[config.mk]
export PLATFORM = sky130hd
export DESIGN_NAME = sfp_flash_if
export DESIGN_NICKNAME = d
export VERILOG_FILES = /design/src/hw/sfp_pkg.sv /design/src/hw/sfp_flash_if.sv
export SDC_FILE = /design/constraint.sdc
export NUM_CORES = 1
export LEC_CHECK = 0
export BUFFER_PORTS_ARGS = -buffer_cell sky130_fd_sc_hd__buf_2
export CAP_MARGIN = 20
export CORE_MARGIN = 10
export CORE_UTILIZATION = 55
export CTS_BUF_LIST = sky130_fd_sc_hd__clkbuf_2 sky130_fd_sc_hd__clkbuf_4 sky130_fd_sc_hd__clkbuf_8
export DETAILED_ROUTE_END_ITERATION = 7
export PLACE_DENSITY = 0.75
export SLEW_MARGIN = 25
export SYNTH_ARGS = -nofsm -noshare
export SYNTH_HDL_FRONTEND = slang
export SYNTH_SLANG_ARGS = --single-unit
[constraint.sdc]
create_clock -name clk -period 8.9 [get_ports clk]
set_input_delay 0.89 -clock clk [delete_from_list [all_inputs] [get_ports clk]]
set_output_delay 0.89 -clock clk [all_outputs]
set_load 0.02 [all_outputs]
[src/hw/sfp_pkg.sv]
// constants and types shared by the serial flash pin interface
package sfp_pkg;
    localparam int ADDR_W = 24;
    localparam int SECTORS = 16;
    localparam int SEC_LSB = 16;
    localparam int SEC_W = 4;
    localparam int ERASE_LSB = 12;
    localparam int PAGE_W = 8;
    localparam int OTP_BYTES = 8;
    localparam int OTP_AW = 3;
    localparam int BUSY_CYCLES = 64;
    localparam int FIFO_DEPTH = 8;
    localparam int ADDR_BYTES_LAST = 2;
    localparam int BIT_LAST_SINGLE = 7;
    localparam int BIT_LAST_DUAL = 3;

    // synchroniser lanes
    localparam int PIN_N = 6;
    localparam int PIN_CS = 0;
    localparam int PIN_SCK = 1;
    localparam int PIN_HOLD = 2;
    localparam int PIN_WP = 3;
    localparam int PIN_DL0 = 4;
    localparam int PIN_DL1 = 5;
    // idle level of every pin; the pause and protect pins float high
    localparam logic [PIN_N-1:0] PIN_IDLE = 6'h3f;

    localparam logic [7:0] OP_READ = 8'h03;
    localparam logic [7:0] OP_DUAL_READ = 8'h3b;
    localparam logic [7:0] OP_PROG = 8'h02;
    localparam logic [7:0] OP_DUAL_PROG = 8'ha2;
    localparam logic [7:0] OP_ERASE = 8'h20;
    localparam logic [7:0] OP_PROT = 8'h36;
    localparam logic [7:0] OP_UNPROT = 8'h39;
    localparam logic [7:0] OP_GLOB_PROT = 8'h7e;
    localparam logic [7:0] OP_GLOB_UNPROT = 8'h98;
    localparam logic [7:0] OP_LOCK = 8'h33;
    localparam logic [7:0] OP_OTP_PROG = 8'h9b;
    localparam logic [7:0] OP_OTP_READ = 8'h77;

    typedef enum logic [1:0] {OPK_PROGRAM, OPK_ERASE, OPK_OTP} sfp_opk_t;
    typedef enum logic [2:0] {ST_IDLE, ST_CMD, ST_ADDR, ST_PROG, ST_READ, ST_TAIL, ST_IGNORE}
        sfp_state_t;
endpackage

[src/hw/sfp_flash_if.sv]
// serial flash pin interface: write-data fifo and the device-side pin engine
// How it works
// (RULE1) select high deselects; device falls to standby, never deep power-down
// (RULE2) output lines are released while deselected
// (RULE3) input line is ignored while deselected
// (RULE4) a frame starts on select falling and ends on select rising
// (RULE5) a timed program or erase keeps the device busy past frame end
// (RULE6) command, address and write data are taken on clock rising edges
// (RULE7) read data changes on clock falling edges
// (RULE8) dual read drives both data lines, two bits per falling edge
// (RULE9) dual program samples both data lines, two bits per rising edge
// (RULE10) pause blocks clock and input, and releases outputs
// (RULE11) host starts a pause only while selected with clock low
// (RULE12) pause leaves a running program or erase untouched
// (RULE13) pause neither deselects nor resets; the transfer resumes
// (RULE14) protect input low blocks every change of sector protection
// (RULE15) protect and pause inputs idle high when left open
// (RULE16) each sector has its own protect bit blocking program and erase
// (RULE17) global commands protect or unprotect all sectors at once
// (RULE18) any 64 KiB sector can be locked read-only for good; here reset clears the locks
// (RULE19) the security register programs once, then never changes; here reset clears otp_done and reopens it
// (RULE20) erase works on 4 KiB units
// (RULE21) host releases the input line during a dual read
`timescale 1ns/1ps

////////////////////////////////////////////////////////////////////////////////
module sfp_fifo #(
    parameter int WIDTH = 8,
    parameter int DEPTH = 8
) (
    input wire logic clk,
    input wire logic rst_n,
    input wire logic [WIDTH-1:0] in_data,
    input wire logic in_valid,
    output logic in_ready,
    output logic [WIDTH-1:0] out_data,
    output logic out_valid,
    input wire logic out_ready
);
    localparam int AW = $clog2(DEPTH);
    logic [WIDTH-1:0] mem [DEPTH];
    logic [AW-1:0] wr_ptr;
    logic [AW-1:0] rd_ptr;
    logic [AW:0] count;
    logic push;
    logic pop;

    assign in_ready = (count != (AW+1)'(DEPTH));
    assign out_valid = (count != '0);
    assign out_data = mem[rd_ptr];
    assign push = in_valid && in_ready;
    assign pop = out_valid && out_ready;

    always_ff @(posedge clk)
    begin
        if (push)
        begin
            mem[wr_ptr] <= in_data;
        end
    end

    always_ff @(posedge clk)
    begin
        if (!rst_n)
        begin
            wr_ptr <= '0;
            rd_ptr <= '0;
            count <= '0;
        end
        else
        begin
            if (push)
            begin
                wr_ptr <= (wr_ptr == AW'(DEPTH-1)) ? '0 : wr_ptr + 1'b1;
            end
            if (pop)
            begin
                rd_ptr <= (rd_ptr == AW'(DEPTH-1)) ? '0 : rd_ptr + 1'b1;
            end
            count <= count + (AW+1)'(push) - (AW+1)'(pop);
        end
    end
endmodule

////////////////////////////////////////////////////////////////////////////////
module sfp_flash_if
    import sfp_pkg::*;
#(
    parameter int BUSY_LEN = sfp_pkg::BUSY_CYCLES
) (
    input wire logic clk,
    input wire logic rst_n,
    input wire logic cs_n,
    input wire logic sck,
    input wire logic hold_n,
    input wire logic wp_n,
    input wire logic data_line0_bidir_in,
    output logic data_line0_bidir_out,
    output logic data_line0_bidir_oe,
    input wire logic data_line1_bidir_in,
    output logic data_line1_bidir_out,
    output logic data_line1_bidir_oe,
    output logic [sfp_pkg::ADDR_W-1:0] rd_addr,
    input wire logic [7:0] rd_data,
    output logic [7:0] wr_data,
    output logic wr_valid,
    input wire logic wr_ready,
    output logic op_valid,
    output sfp_pkg::sfp_opk_t op_kind,
    output logic [sfp_pkg::ADDR_W-1:0] op_addr,
    output logic busy,
    output logic standby,
    output logic overrun,
    output logic [sfp_pkg::SECTORS-1:0] sector_prot,
    output logic [sfp_pkg::SECTORS-1:0] sector_lock
);
    import sfp_pkg::*;

    logic [PIN_N-1:0] meta;
    logic [PIN_N-1:0] pin;
    logic [PIN_N-1:0] prev;
    sfp_state_t state;
    logic [7:0] shin;
    logic [2:0] bitcnt;
    logic [1:0] abytes;
    logic [7:0] cmd;
    logic [ADDR_W-1:0] addr;
    logic [7:0] shout;
    logic [2:0] obit;
    logic rd_drive;
    logic wrote;
    logic otp_done;
    logic [7:0] otp_mem [OTP_BYTES];
    logic [$clog2(BUSY_LEN+1)-1:0] busy_cnt;
    logic fifo_in_ready;

    ////////////////////////////////////////////////////////////////////////////
    // every pin crosses two flops; idle-high reset stands in for the pull-ups
    always_ff @(posedge clk)
    begin
        if (!rst_n)
        begin
            meta <= PIN_IDLE; // see (RULE15)
            pin <= PIN_IDLE;
            prev <= PIN_IDLE;
        end
        else
        begin
            meta <= {data_line1_bidir_in, data_line0_bidir_in, wp_n, hold_n, sck, cs_n};
            pin <= meta;
            prev <= pin;
        end
    end

    logic cs_act;
    logic hold;
    logic wp_ok;
    logic din0;
    logic din1;
    logic cs_fall;
    logic cs_rise;
    logic sck_rise;
    logic sck_fall;
    assign cs_act = !pin[PIN_CS];
    assign hold = !pin[PIN_HOLD];
    assign wp_ok = pin[PIN_WP];
    assign din0 = pin[PIN_DL0];
    assign din1 = pin[PIN_DL1];
    assign cs_fall = prev[PIN_CS] && !pin[PIN_CS]; // see (RULE4)
    assign cs_rise = !prev[PIN_CS] && pin[PIN_CS];
    // edges count only while selected and not paused
    assign sck_rise = pin[PIN_SCK] && !prev[PIN_SCK] && cs_act && !hold; // see (RULE3) (RULE10)
    assign sck_fall = !pin[PIN_SCK] && prev[PIN_SCK] && cs_act && !hold;

    ////////////////////////////////////////////////////////////////////////////
    logic in_dual;
    logic byte_done;
    logic [7:0] rx_byte;
    logic [SEC_W-1:0] sec;
    logic sec_blocked;
    logic is_prog;
    logic is_otp_prog;
    logic fifo_push;
    logic otp_we;
    logic frame_ok;
    logic ld_byte;
    assign in_dual = (state == ST_PROG) && (cmd == OP_DUAL_PROG);
    assign rx_byte = in_dual ? {shin[5:0], din1, din0} : {shin[6:0], din0}; // see (RULE9)
    assign byte_done = sck_rise && (bitcnt == (in_dual ? 3'(BIT_LAST_DUAL) : 3'(BIT_LAST_SINGLE)));
    assign sec = addr[SEC_LSB +: SEC_W];
    assign sec_blocked = sector_prot[sec] || sector_lock[sec]; // see (RULE16) (RULE18)
    assign is_prog = (cmd == OP_PROG) || (cmd == OP_DUAL_PROG);
    assign is_otp_prog = (cmd == OP_OTP_PROG);
    // a full fifo aborts the program: the byte is refused and the commit dropped
    assign fifo_push = byte_done && (state == ST_PROG) && is_prog && !sec_blocked && !overrun;
    assign otp_we = byte_done && (state == ST_PROG) && is_otp_prog && !otp_done; // see (RULE19)
    assign frame_ok = ((state == ST_TAIL) || (state == ST_PROG)) && (bitcnt == '0);
    assign ld_byte = sck_fall && (state == ST_READ) && (obit == '0);

    // frame sequencing; a pause freezes it because the edges vanish
    always_ff @(posedge clk)
    begin
        if (!rst_n)
        begin
            state <= ST_IDLE;
            shin <= '0;
            bitcnt <= '0;
            abytes <= '0;
            cmd <= '0;
            addr <= '0;
        end
        else if (cs_fall)
        begin
            state <= busy ? ST_IGNORE : ST_CMD; // see (RULE4) (RULE13)
            bitcnt <= '0;
            abytes <= '0;
        end
        else if (!cs_act)
        begin
            state <= ST_IDLE; // see (RULE1)
        end
        else if (sck_rise)
        begin
            shin <= rx_byte; // see (RULE6)
            bitcnt <= byte_done ? '0 : bitcnt + 1'b1;
            if (byte_done)
            begin
                unique case (state)
                    ST_CMD:
                    begin
                        cmd <= rx_byte;
                        if (rx_byte == OP_GLOB_PROT || rx_byte == OP_GLOB_UNPROT)
                        begin
                            state <= ST_TAIL;
                        end
                        else
                        begin
                            state <= ST_ADDR;
                        end
                    end
                    ST_ADDR:
                    begin
                        addr <= {addr[ADDR_W-9:0], rx_byte};
                        abytes <= abytes + 1'b1;
                        if (abytes == 2'(ADDR_BYTES_LAST))
                        begin
                            if (cmd == OP_READ || cmd == OP_DUAL_READ || cmd == OP_OTP_READ)
                            begin
                                state <= ST_READ;
                            end
                            else if (is_prog || is_otp_prog)
                            begin
                                state <= ST_PROG;
                            end
                            else
                            begin
                                state <= ST_TAIL;
                            end
                        end
                    end
                    // page wrap keeps the running address in its sector
                    ST_PROG: addr[PAGE_W-1:0] <= addr[PAGE_W-1:0] + 1'b1;
                    ST_IDLE, ST_READ, ST_TAIL, ST_IGNORE:
                    begin
                    end
                endcase
            end
        end
        else if (ld_byte)
        begin
            addr <= addr + 1'b1;
        end
    end

    ////////////////////////////////////////////////////////////////////////////
    // read shifter; data moves only on falling edges
    logic dual_rd;
    logic [7:0] src;
    logic [7:0] obyte;
    assign dual_rd = (cmd == OP_DUAL_READ);
    assign src = (cmd == OP_OTP_READ) ? otp_mem[addr[OTP_AW-1:0]] : rd_data;
    assign obyte = (obit == '0) ? src : shout;
    assign rd_addr = addr;

    always_ff @(posedge clk)
    begin
        if (!rst_n)
        begin
            shout <= '0;
            obit <= '0;
            rd_drive <= 1'b0;
            data_line0_bidir_out <= 1'b0;
            data_line1_bidir_out <= 1'b0;
        end
        else if (cs_fall)
        begin
            obit <= '0;
            rd_drive <= 1'b0;
        end
        else if (sck_fall && state == ST_READ)
        begin
            rd_drive <= 1'b1;
            data_line1_bidir_out <= obyte[7]; // see (RULE7)
            if (dual_rd)
            begin
                data_line0_bidir_out <= obyte[6]; // see (RULE8)
                shout <= {obyte[5:0], 2'b00};
                obit <= (obit == 3'(BIT_LAST_DUAL)) ? '0 : obit + 1'b1;
            end
            else
            begin
                shout <= {obyte[6:0], 1'b0};
                obit <= obit + 1'b1;
            end
        end
    end

    // drivers drop one clock after the synchronised deselect or pause
    always_ff @(posedge clk)
    begin
        if (!rst_n)
        begin
            data_line0_bidir_oe <= 1'b0;
            data_line1_bidir_oe <= 1'b0;
        end
        else
        begin
            // tied to the read state so a stale drive flag cannot leak into the next frame
            data_line1_bidir_oe <= cs_act && !hold && (state == ST_READ) &&
                (rd_drive || sck_fall); // see (RULE2) (RULE10)
            data_line0_bidir_oe <= cs_act && !hold && dual_rd && (state == ST_READ) &&
                (rd_drive || sck_fall); // see (RULE8) (RULE21)
        end
    end

    ////////////////////////////////////////////////////////////////////////////
    sfp_fifo #(
        .WIDTH(8),
        .DEPTH(FIFO_DEPTH)
    ) u_fifo (
        .clk(clk),
        .rst_n(rst_n),
        .in_data(rx_byte),
        .in_valid(fifo_push),
        .in_ready(fifo_in_ready),
        .out_data(wr_data),
        .out_valid(wr_valid),
        .out_ready(wr_ready)
    );

    // overrun is raised by a refused byte, cleared by the next frame start
    always_ff @(posedge clk)
    begin
        if (!rst_n)
        begin
            overrun <= 1'b0;
            wrote <= 1'b0;
        end
        else
        begin
            if (fifo_push && !fifo_in_ready)
            begin
                overrun <= 1'b1;
            end
            else if (cs_fall)
            begin
                overrun <= 1'b0;
            end
            if (fifo_push || otp_we)
            begin
                wrote <= 1'b1;
            end
            else if (cs_fall)
            begin
                wrote <= 1'b0;
            end
        end
    end

    ////////////////////////////////////////////////////////////////////////////
    // commit at frame end; operations start only on a whole-byte frame
    logic commit;
    assign commit = cs_rise && frame_ok;

    always_ff @(posedge clk)
    begin
        if (!rst_n)
        begin
            op_valid <= 1'b0;
            op_kind <= OPK_PROGRAM;
            op_addr <= '0;
        end
        else
        begin
            op_valid <= 1'b0;
            if (commit && cmd == OP_ERASE && !sec_blocked)
            begin
                op_valid <= 1'b1;
                op_kind <= OPK_ERASE;
                op_addr <= {addr[ADDR_W-1:ERASE_LSB], ERASE_LSB'(0)}; // see (RULE20)
            end
            else if (commit && is_prog && wrote && !overrun)
            begin
                op_valid <= 1'b1;
                op_kind <= OPK_PROGRAM;
                op_addr <= {addr[ADDR_W-1:PAGE_W], PAGE_W'(0)};
            end
            else if (commit && is_otp_prog && wrote)
            begin
                op_valid <= 1'b1;
                op_kind <= OPK_OTP;
                op_addr <= '0;
            end
        end
    end

    // busy counts down regardless of pause
    always_ff @(posedge clk)
    begin
        if (!rst_n)
        begin
            busy_cnt <= '0;
        end
        else if (op_valid)
        begin
            busy_cnt <= ($bits(busy_cnt))'(BUSY_LEN); // see (RULE5)
        end
        else if (busy_cnt != '0)
        begin
            busy_cnt <= busy_cnt - 1'b1; // see (RULE12)
        end
    end
    assign busy = (busy_cnt != '0) || op_valid;
    assign standby = !cs_act && !busy; // see (RULE1) (RULE5)

    ////////////////////////////////////////////////////////////////////////////
    // protection; lock bits are volatile here, reset is the only way back
    always_ff @(posedge clk)
    begin
        if (!rst_n)
        begin
            sector_prot <= '0;
            sector_lock <= '0;
        end
        else if (commit && wp_ok)
        begin
            unique case (cmd)
                OP_PROT: sector_prot[sec] <= 1'b1; // see (RULE14) (RULE16)
                OP_UNPROT: sector_prot[sec] <= 1'b0;
                OP_GLOB_PROT: sector_prot <= '1; // see (RULE17)
                OP_GLOB_UNPROT: sector_prot <= '0;
                OP_LOCK: sector_lock[sec] <= 1'b1; // see (RULE18)
                default:
                begin
                end
            endcase
        end
    end

    always_ff @(posedge clk)
    begin
        if (otp_we)
        begin
            otp_mem[addr[OTP_AW-1:0]] <= rx_byte;
        end
    end

    always_ff @(posedge clk)
    begin
        if (!rst_n)
        begin
            otp_done <= 1'b0;
        end
        else if (commit && is_otp_prog && wrote)
        begin
            otp_done <= 1'b1; // see (RULE19)
        end
    end
endmodule

; Word level (Yosys, flattened, before mapping)
; Memory sizes are Yosys's and may differ from the RTL's. A register that Yosys moved wholly into a read port is not among the register bits.
; Cells that the tools add are included.
[word_totals]
n_memories = 2
reg_bits = 148
output_inout_bits = 99
elab_cells = 223
ramBits = 128
input_bits = 17
[mem_list]
columns = name, words, width, read_ports, rd_ports_with_merged_regs, wr, line
row1 = otp_mem, 8, 8, 1, 1, 1, sfp_flash_if.sv:133  ; logic [7:0] otp_mem [OTP_BYTES];
row2 = u_fifo.mem, 8, 8, 1, 1, 1, sfp_flash_if.sv:41  ; logic [WIDTH-1:0] mem [DEPTH];
[op_classes]
reduce_logical = 87
muxes = 54
magnitude_cmp = 2
bitwise_logic = 7
n_addsub = 10
n_eq_ne = 29
[op_table]
columns = operator, count
row1 = 2-to-1 mux 24 bit, 6
row2 = case mux 16 bit (4 select lines), 1
row3 = 2-to-1 mux 3 bit, 19
row4 = "== test 8 x 6 -> 1 bit, second input constant", 5
row5 = logical AND 1 bit, 39
row6 = "== test 8 bit, second input constant", 4
row7 = 2-to-1 mux 8 bit, 4
row8 = bitwise OR 16 bit, 2
row9 = "adder 24 x 1 -> 24 bit, second input constant", 1
row10 = "== test 8 x 7 -> 1 bit, second input constant", 3
row11 = bitwise AND 16 bit, 1
row12 = "== test 8 x 2 -> 1 bit, second input constant", 2
row13 = 2-to-1 mux 1 bit, 16
row14 = 2-to-1 mux 16 bit, 1
row15 = NOT 16 bit, 1
row16 = case mux 8 bit (2 select lines), 1
row17 = AND reduction 5 bit, 3
row18 = 2-to-1 mux 7 bit, 2
row19 = "adder 3 x 1 -> 3 bit, second input constant", 4
row20 = "== test 3 bit, second input constant", 4
row21 = nonzero test 4 bit, 3
row22 = logical OR 1 bit, 10
row23 = nonzero test 2 bit, 5
row24 = "== test 3 x 2 -> 1 bit, second input constant", 3
row25 = other kinds (26), 49

; Depth between registers and ports, before layout
; Gate-level depths: netlist (run 1).
[logic_depth]
depth_word = 12
ltp_mapped = 14
depth_no_buf = 12

; Modules after synthesis
; A second synthesis (run 1) with hierarchy kept.
[unflattened]
cells_unflattened = 1127
area_unflattened_um2 = 12604.6
[by_module_without_submodules]
columns = module, area_each_um2, cells_each, seq_area_each_um2, n_inst
row1 = sfp_flash_if, 9434.0, 957, 4724.5, 1
row2 = sfp_fifo, 3170.5, 170, 2182.1, 1

; Worst setup path before layout (run 1)
; No wires, ideal clock.
[synth_path]
path_type = register to register
startpoint = register cmd[1]
endpoint = memory u_fifo.mem[4][0] (enable)
stages_incl_launch_ff = 10
required_ns = 8.505
t_arrival_ns = 2.877
path_buffers = 3
slack_ns = 5.628
path_cell_list = dfxtp_1 > buf_4 > or4b_1 > buf_2 > or3_1 > a211oi_2 > and2_0 > buf_2 > nand3_2 > nor4_1
[synth_via]
elab_chain_len = 12
[synth_rtl]
columns = item, line
row1 = start: declaration, sfp_flash_if.sv:126  ; logic [7:0] cmd;
row2 = start signal: assignment, sfp_flash_if.sv:231  ; cmd <= rx_byte;
row3 = == test 8 bit, "sfp_flash_if.sv:187, sfp_flash_if.sv:192"
row4 = logical AND 1 bit, sfp_flash_if.sv:187  ; assign in_dual = (state == ST_PROG) && (cmd == OP_DUAL_PROG);
row5 = 2-to-1 mux 3 bit, sfp_flash_if.sv:189  ; assign byte_done = sck_rise && (bitcnt == (in_dual ? 3'(BIT_LAST_DUAL) : 3'(BIT_LAST_SINGLE)));
row6 = == test 3 bit, sfp_flash_if.sv:189
row7 = logical AND 1 bit, sfp_flash_if.sv:189
row8 = logical AND 1 bit, sfp_flash_if.sv:195  ; assign fifo_push = byte_done && (state == ST_PROG) && is_prog && !sec_blocked && !overrun;
row9 = logical AND 1 bit (*) (3 in series), sfp_flash_if.sv:195
row10 = logical AND 1 bit (*), sfp_flash_if.sv:51  ; assign push = in_valid && in_ready;
row11 = 2-to-1 mux 1 bit (*), sfp_flash_if.sv:56  ; if (push)
row12 = 2-to-1 mux 1 bit (not written as such) (*), sfp_flash_if.sv:58  ; mem[wr_ptr] <= in_data;
row13 = end: declaration, sfp_flash_if.sv:41
; Mark *: on every way between the ends. The rest lies on a longest branch, timed or not.

; Worst setup path in the final report (run 1)
[layout_path]
startpoint = register cmd[1]
endpoint = memory u_fifo.mem[6][5] (enable)
; Same word-level chain as after synthesis.

==> results of run 1 <==
metal layers:
metal	routed length, µm	global-route usage, %
met5	0	0
met1	12900	27.5
met4	731	7.03
met3	2650	5.50
met2	14500	33.4
critical path, cell delays in order, from the launching register on:
cell and delay (ps):
dfxtp_1 480, or4b_1 590, or3_1 410, a211oi_2 290
and2_0 350, nand3_2 230, nor3_1 860
synth_stat cells (23+ instances only):
| library cell | number | area share [%] |
|---|---|---|
| a21oi_1 | 98 | 3.9 |
| a31oi_1 | 23 | 1.1 |
| clkbuf_1 | 65 | 1.9 |
| dfxtp_1 | 153 | 24 |
| edfxtp_1 | 128 | 31 |
| inv_1 | 29 | 0.87 |
| mux4_2 | 34 | 6.1 |
| nand2_1 | 112 | 3.3 |
| nand2b_1 | 27 | 1.3 |
| nor2_1 | 118 | 3.5 |
| nor3_1 | 41 | 1.6 |
| o21ai_0 | 25 | 0.99 |
registers in the layout, summed over array words and instances (netlist names), 4 cells and up, named ones only:
register / count
rd_addr: 24
u_fifo.count: 4
busy_cnt: 7
op_addr: 16
sector_lock: 16
shout: 7
cmd: 8
u_fifo.mem: 64
meta: 6
otp_mem: 64
sector_prot: 16
shin: 7
pin: 6
area by class of cell:
class / instances / area [µm²] / share of cell area (%)
Inverter: 29 / 109 / 0.767
Clock buffer: 59 / 743 / 5.24
Sequential cell: 281 / 6910 / 48.7
Multi-Input combinational cell: 772 / 5230 / 36.9
Tap cell: 285 / 357 / 2.51
Timing Repair Buffer: 123 / 656 / 4.62
Clock inverter: 22 / 189 / 1.33
cell families (layout without fill, tap and decap cells):
kind of cell	after synthesis	in the layout	share of synthesized area [%]
and+or+nand+nor	426	426	17.0
buffers and inverters	120	233	4.07
adders and majority gates	18	18	1.85
xor gates and xnor gates	12	12	0.895
other	1	8	0.0298
AOI/OAI and AO/OA	249	249	13.0
muxes	59	59	8.17
DFF	281	281	54.9
power by group through the flow:
stage	logic, mW	registers [mW]	clock network (mW)
floorplan	0.260	1.41	0
global placement	0.296	1.44	0
detailed placement	0.303	1.44	0
CTS	0.306	1.41	1.16
global route	0.341	1.42	1.22
finish	0.303	1.41	1.14
stage by stage:
| step | cell area, µm² | setup WS, ps | cells |
|---|---|---|---|
| 2_1_floorplan | 12600 | 5630 | 1173 |
| 3_3_place_gp | 13200 | 5480 | 1490 |
| 3_5_place_dp | 13200 | 5360 | 1490 |
| 4_1_cts | 14200 | 5330 | 1571 |
| 5_1_grt | 14200 | 5060 | 1571 |
| 6_report | 14200 | 5310 | 1571 |
worst paths after layout:
| check | endpoint | slack [ps] | depth (start not counted) |
|---|---|---|---|
| setup reg to reg | u_fifo.mem[6][5]$_DFFE_PP_ | 5310 | 6 |
| hold / removal | pin[4]$_SDFF_PN1_ | 410 | 1 |
| setup / recovery | u_fifo.mem[6][5]$_DFFE_PP_ | 5310 | 6 |
| hold reg to reg | pin[4]$_SDFF_PN1_ | 410 | 1 |
==> qor.yml, run 1 <==
outcome:
  status: "finished clean"
synthesis:
  yosys_warnings: 0
  mappedNetlistArea_um2: 12600
  synth.avg_cell_area_um2: 10.8
  ys_seq_area_share_pct: 54.9
  synth-async-reset-ratio_pct: 0
  synth_ff_type: "dfxtp_1"
  yosysUniqueCellTypes: 81
  syn_inst: 1166
  synth_edf_count: 128
  ys_ff_latch: 281
cells_and_area:
  drive_gt1_share_pct: 22.2
  final_common_cell: "dfxtp_1"
  num-nets-final: 1286
  final_util_pct: 62.9
  diodes: 0
  final_cell_mix: "151 x dfxtp_1, 128 x edfxtp_1, 118 x nor2_1"
  nFillCells: 1782
  area_growth_pct: 12.9
critical_path:
  crit_arrival_ps: 3780
  crit_path_start_kind: "register"
  cp-startpoint: "cmd[1]$_SDFFE_PN0P_"
  cp_max_fo: 10
  regToRegStartpoint: "cmd[1]$_SDFFE_PN0P_"
  critical_path_class: "reg2reg"
  cp-end-kind: "register"
  critPathRequiredTime_ps: 9090
sta:
  fin_setup_tns_ps: 0
  finalClockSkew_ps: 19.9
  setup_viol: 0
  hold_violations: 0
  fin_hold_ws_ps: 405
  rsz0062_at_grt: "false"
  maxSlewViolCount: 0
  max_freq_mhz: 279
  fin_crit_ps: 3590
  worst_pin_slew_ps: 989
  post-route-period-util_pct: 40.3
  slew_headroom_pct: 33.5
power_and_ir_drop:
  p_int_mw: 2.15
  power_density_nw_per_um2: 201
  fin_total_pwr_mw: 2.86
  clkPwrFrac_pct: 40.0
  p_sw_mw: 0.709
  p_leak_nw: 5.25
  combPwrFrac_pct: 10.6
  power_frac_seq_pct: 49.4
  ir_worst_vdd_mv: 0.118
  p_sw_share_pct: 24.8
grt:
  gr-usage-all-layers_pct: 21.0
  overflow: 0
  grt_pass1_wl_um: 49700
  antenna_found_initial: 0
  grt_pass1_vias: 9340
  grt_max_degree: 82
flow_run:
  maxCapViolCount: 0
clocking:
  clockBufferDepth: 3
  clkLatencyLatePin_ps: 580
  hold_buffers: 0
  htreeDepth: 2
  ctsResizeCount: 0
  clock-sinks: 281
  cts-root-buf: "clkbuf_8"
  cts_setup_buffers: 0
  clk_pin_slew_ps: 60
  numCtsBuffers: 44
  cts_tree: "yes"
die:
  die_w_um: 171
  coreArea_um2: 22600
  dieArea_um2: 29300
  die_y_um: 171
  rows: 55
  io_pins: 116
  initial_utilization_pct: 55.7
route:
  drt-initial-drc-count: 888
  drc: 0
  vias_per_cell: 6.04
  postRouteAntennaNets: 0
  drt_pass1_iterations: 5
  drt-wirelength-per-cell_um: 19.6
  dr_total_vias: 9482
  wl_um: 30700
placement:
  gp_congestion: 0.912
  dp_hpwl_um: 20300
  portBuffers: 107
hold_path:
  worstHoldPathType: "reg2reg"
  hold_start: "meta[4]$_SDFF_PN1_"
(Power assumes the default switching activity.)
==> run 2: changes to the inputs <==
PLACE_DENSITY = 0.78   (was 0.75)
clock period = 3.2 ns   (was 8.9 ns; I/O delays follow)
==> run 2 against run 1 <==
Flip-flop and latch count unchanged. Clock-buffer cell count grew 1. Design area grew 1.8%. Die area stayed put. Sequential power increased to 2.8 times the previous value. Fmax up 22%. Via count grew 3.2%. Core utilization increased by 1.1 points. Setup slack got worse by 5100 ps. Clock power grew to 2.7 times the previous value.
==> qor.yml, run 2 (synthesis gave the netlist of run 1 again) <==
placement:
  dp_hpwl_um: 21500  # +5.5%
  dp_worst_setup_slack_ps: 59.0  # -5300 ps
  gp_congestion: 0.922  # +1.1%
  dpl_cell_area_um2: 13500  # +1.9%
  dp.cells: 1524  # +2.3%
  portBuffers: 107  # unchanged
route:
  drt_pass1_iterations: 5  # unchanged
  drt-wirelength-per-cell_um: 19.7  # +0.90%
  vias_per_cell: 6.08  # +0.79%
  drt-initial-drc-count: 768  # -14%
  dr_total_vias: 9782  # +3.2%
  drc: 0  # unchanged
  postRouteAntennaNets: 0  # unchanged
  wl_um: 31800  # +3.3%
critical_path:
  crit_arrival_ps: 3380  # -400 ps
  cp_max_fo: 7  # -3
  reg2reg_depth: 11  # +5
  critPathRequiredTime_ps: 3630  # -5460 ps
  r2r_slack_ps: 250  # -5060 ps
  reg2reg_to: "u_fifo.count[2]$_SDFF_PN0_"
  regToRegStartpoint: "cmd[2]$_SDFFE_PN0P_"
  critical_path_class: "reg2reg"
  cp-end-kind: "register"
  crit_end: "u_fifo.count[2]$_SDFF_PN0_"
  crit_path_start_kind: "register"
  cp-startpoint: "cmd[2]$_SDFFE_PN0P_"
cells_and_area:
  stdcell_count: 1608  # +2.4%
  seq_area_um2: 6910  # about the same
  nFillCells: 1757  # -1.4%
  drive_gt1_share_pct: 24.1  # +1.9 points
  multi_input_area_um2: 5220  # -0.29%
  final_cell_mix: "153 x dfxtp_1, 128 x edfxtp_1, 118 x nor2_1"
  final_common_cell: "dfxtp_1"
  area_growth_pct: 14.9
  num-nets-final: 1325  # +3.0%
  diodes: 0  # unchanged
  final_util_pct: 64.0  # +1.1 points
  final_area_um2: 14400  # +1.8%
sta:
  fin_hold_ws_ps: 155  # -251 ps
  maxSlewViolCount: 0  # unchanged
  fin_crit_ps: 2950  # -636 ps
  max_freq_mhz: 339  # +22%
  post-route-period-util_pct: 92.3  # +52 points
  hold_violations: 0  # unchanged
  slew_headroom_pct: 34.0  # +0.44 points
  worst_pin_slew_ps: 988  # -0.969 ps
  rsz0062_at_grt: "false"
  finalClockSkew_ps: 16.1  # -3.81 ps
  fin_ws_ps: 248  # -5060 ps
  setup_viol: 0  # unchanged
  fin_setup_tns_ps: 0  # unchanged
power_and_ir_drop:
  ir_worst_vdd_mv: 0.343  # +190%
  p_leak_nw: 5.42  # +3.2%
  fin_total_pwr_mw: 7.84  # +170%
  power_density_nw_per_um2: 543  # +170%
die:
  io_pins: 116  # unchanged
  rows: 55  # unchanged
  initial_utilization_pct: 55.7  # unchanged
  die_y_um: 171  # unchanged
  die_w_um: 171  # unchanged
  coreArea_um2: 22600  # unchanged
  dieArea_um2: 29300  # unchanged
clocking:
  htreeDepth: 2  # unchanged
  cts-root-buf: "clkbuf_8"
  clkLatencyLatePin_ps: 550  # -30 ps
  cts_tree: "yes"
  clock-sinks: 281  # unchanged
  numCtsBuffers: 43  # -2.3%
  clk_pin_slew_ps: 70  # about the same
  clockBufferDepth: 3  # unchanged
grt:
  grt_use_met2_pct: 34.8  # +1.4 points
  grt_max_degree: 53  # -35%
  gr-usage-met3_pct: 5.29  # -0.21 points
  antenna_found_initial: 0  # unchanged
  grt.busiest_layer: "met2"
  grt.met1_usage_pct: 27.9  # +0.36 points
  gr-usage-all-layers_pct: 21.5  # +0.46 points
  grt_pass1_vias: 9489  # +1.6%
  grt_pass1_wl_um: 50900  # +2.3%
  overflow: 0  # unchanged
flow_run:
  maxCapViolCount: 0  # unchanged
outcome:
  status: "finished clean"
hold_path:
  worstHoldPathType: "in2reg"
run 2: where the power goes:
part,leakage (nW),internal [mW],switching (mW)
clock,0.468,1.67,1.37
combinational,2.53,0.411,0.502
sequential,2.42,3.81,0.0741
total,5.42,5.89,1.94
run 2: worst max-delay path, cell delays in order (launching register included):
cell	delay, ps
dfxtp_1	360
or4b_4	580
or3_1	380
a211oi_2	270
and2_2	260
nand3_2	100
inv_1	70
ha_1	170
inv_1	60
fa_1	370
xor2_1	160
nor2_1	50
run 2: worst min-delay path by stage:
stage	to	cells past startpoint	slack [ps]	startpoint
after CTS	data_line1_bidir_out$_SDFFE_PN0P_	3	150	rd_data[7]
after global routing	data_line1_bidir_out$_SDFFE_PN0P_	3	170	rd_data[7]
after detailed placement	pin[1]$_SDFF_PN1_	1	390	meta[1]$_SDFF_PN1_
after global placement	pin[1]$_SDFF_PN1_	1	390	meta[1]$_SDFF_PN1_
final	data_line1_bidir_out$_SDFFE_PN0P_	3	150	rd_data[7]
after floorplan	pin[0]$_SDFF_PN1_	1	390	meta[0]$_SDFF_PN1_
run 2: layout make-up:
| type | instances | area share (%) |
|---|---|---|
| clock buffers | 60 | 5.15 |
| well taps | 285 | 2.47 |
| clock inverters | 18 | 0.987 |
| flip-flops and latches | 281 | 47.8 |
| multi-input cells | 772 | 36.1 |
| repair buffers | 163 | 6.72 |
| inverters | 29 | 0.754 |
run 2: routing by layer:
layer	vias up	wire (µm)	part of all wire [%]
met3	60	2870	9.0
met1	4677	13100	41
met2	484	15100	48
met5	-	0	0
met4	0	705	2.2
li1	4561	-	-
run 2: repair_timing:
action	4_1_cts	5_1_grt
setup buffers	0	0
resized for setup	0	3
endpoints found under the hold margin	6	0
setup endpoints to repair	0	39
hold buffers	6	0
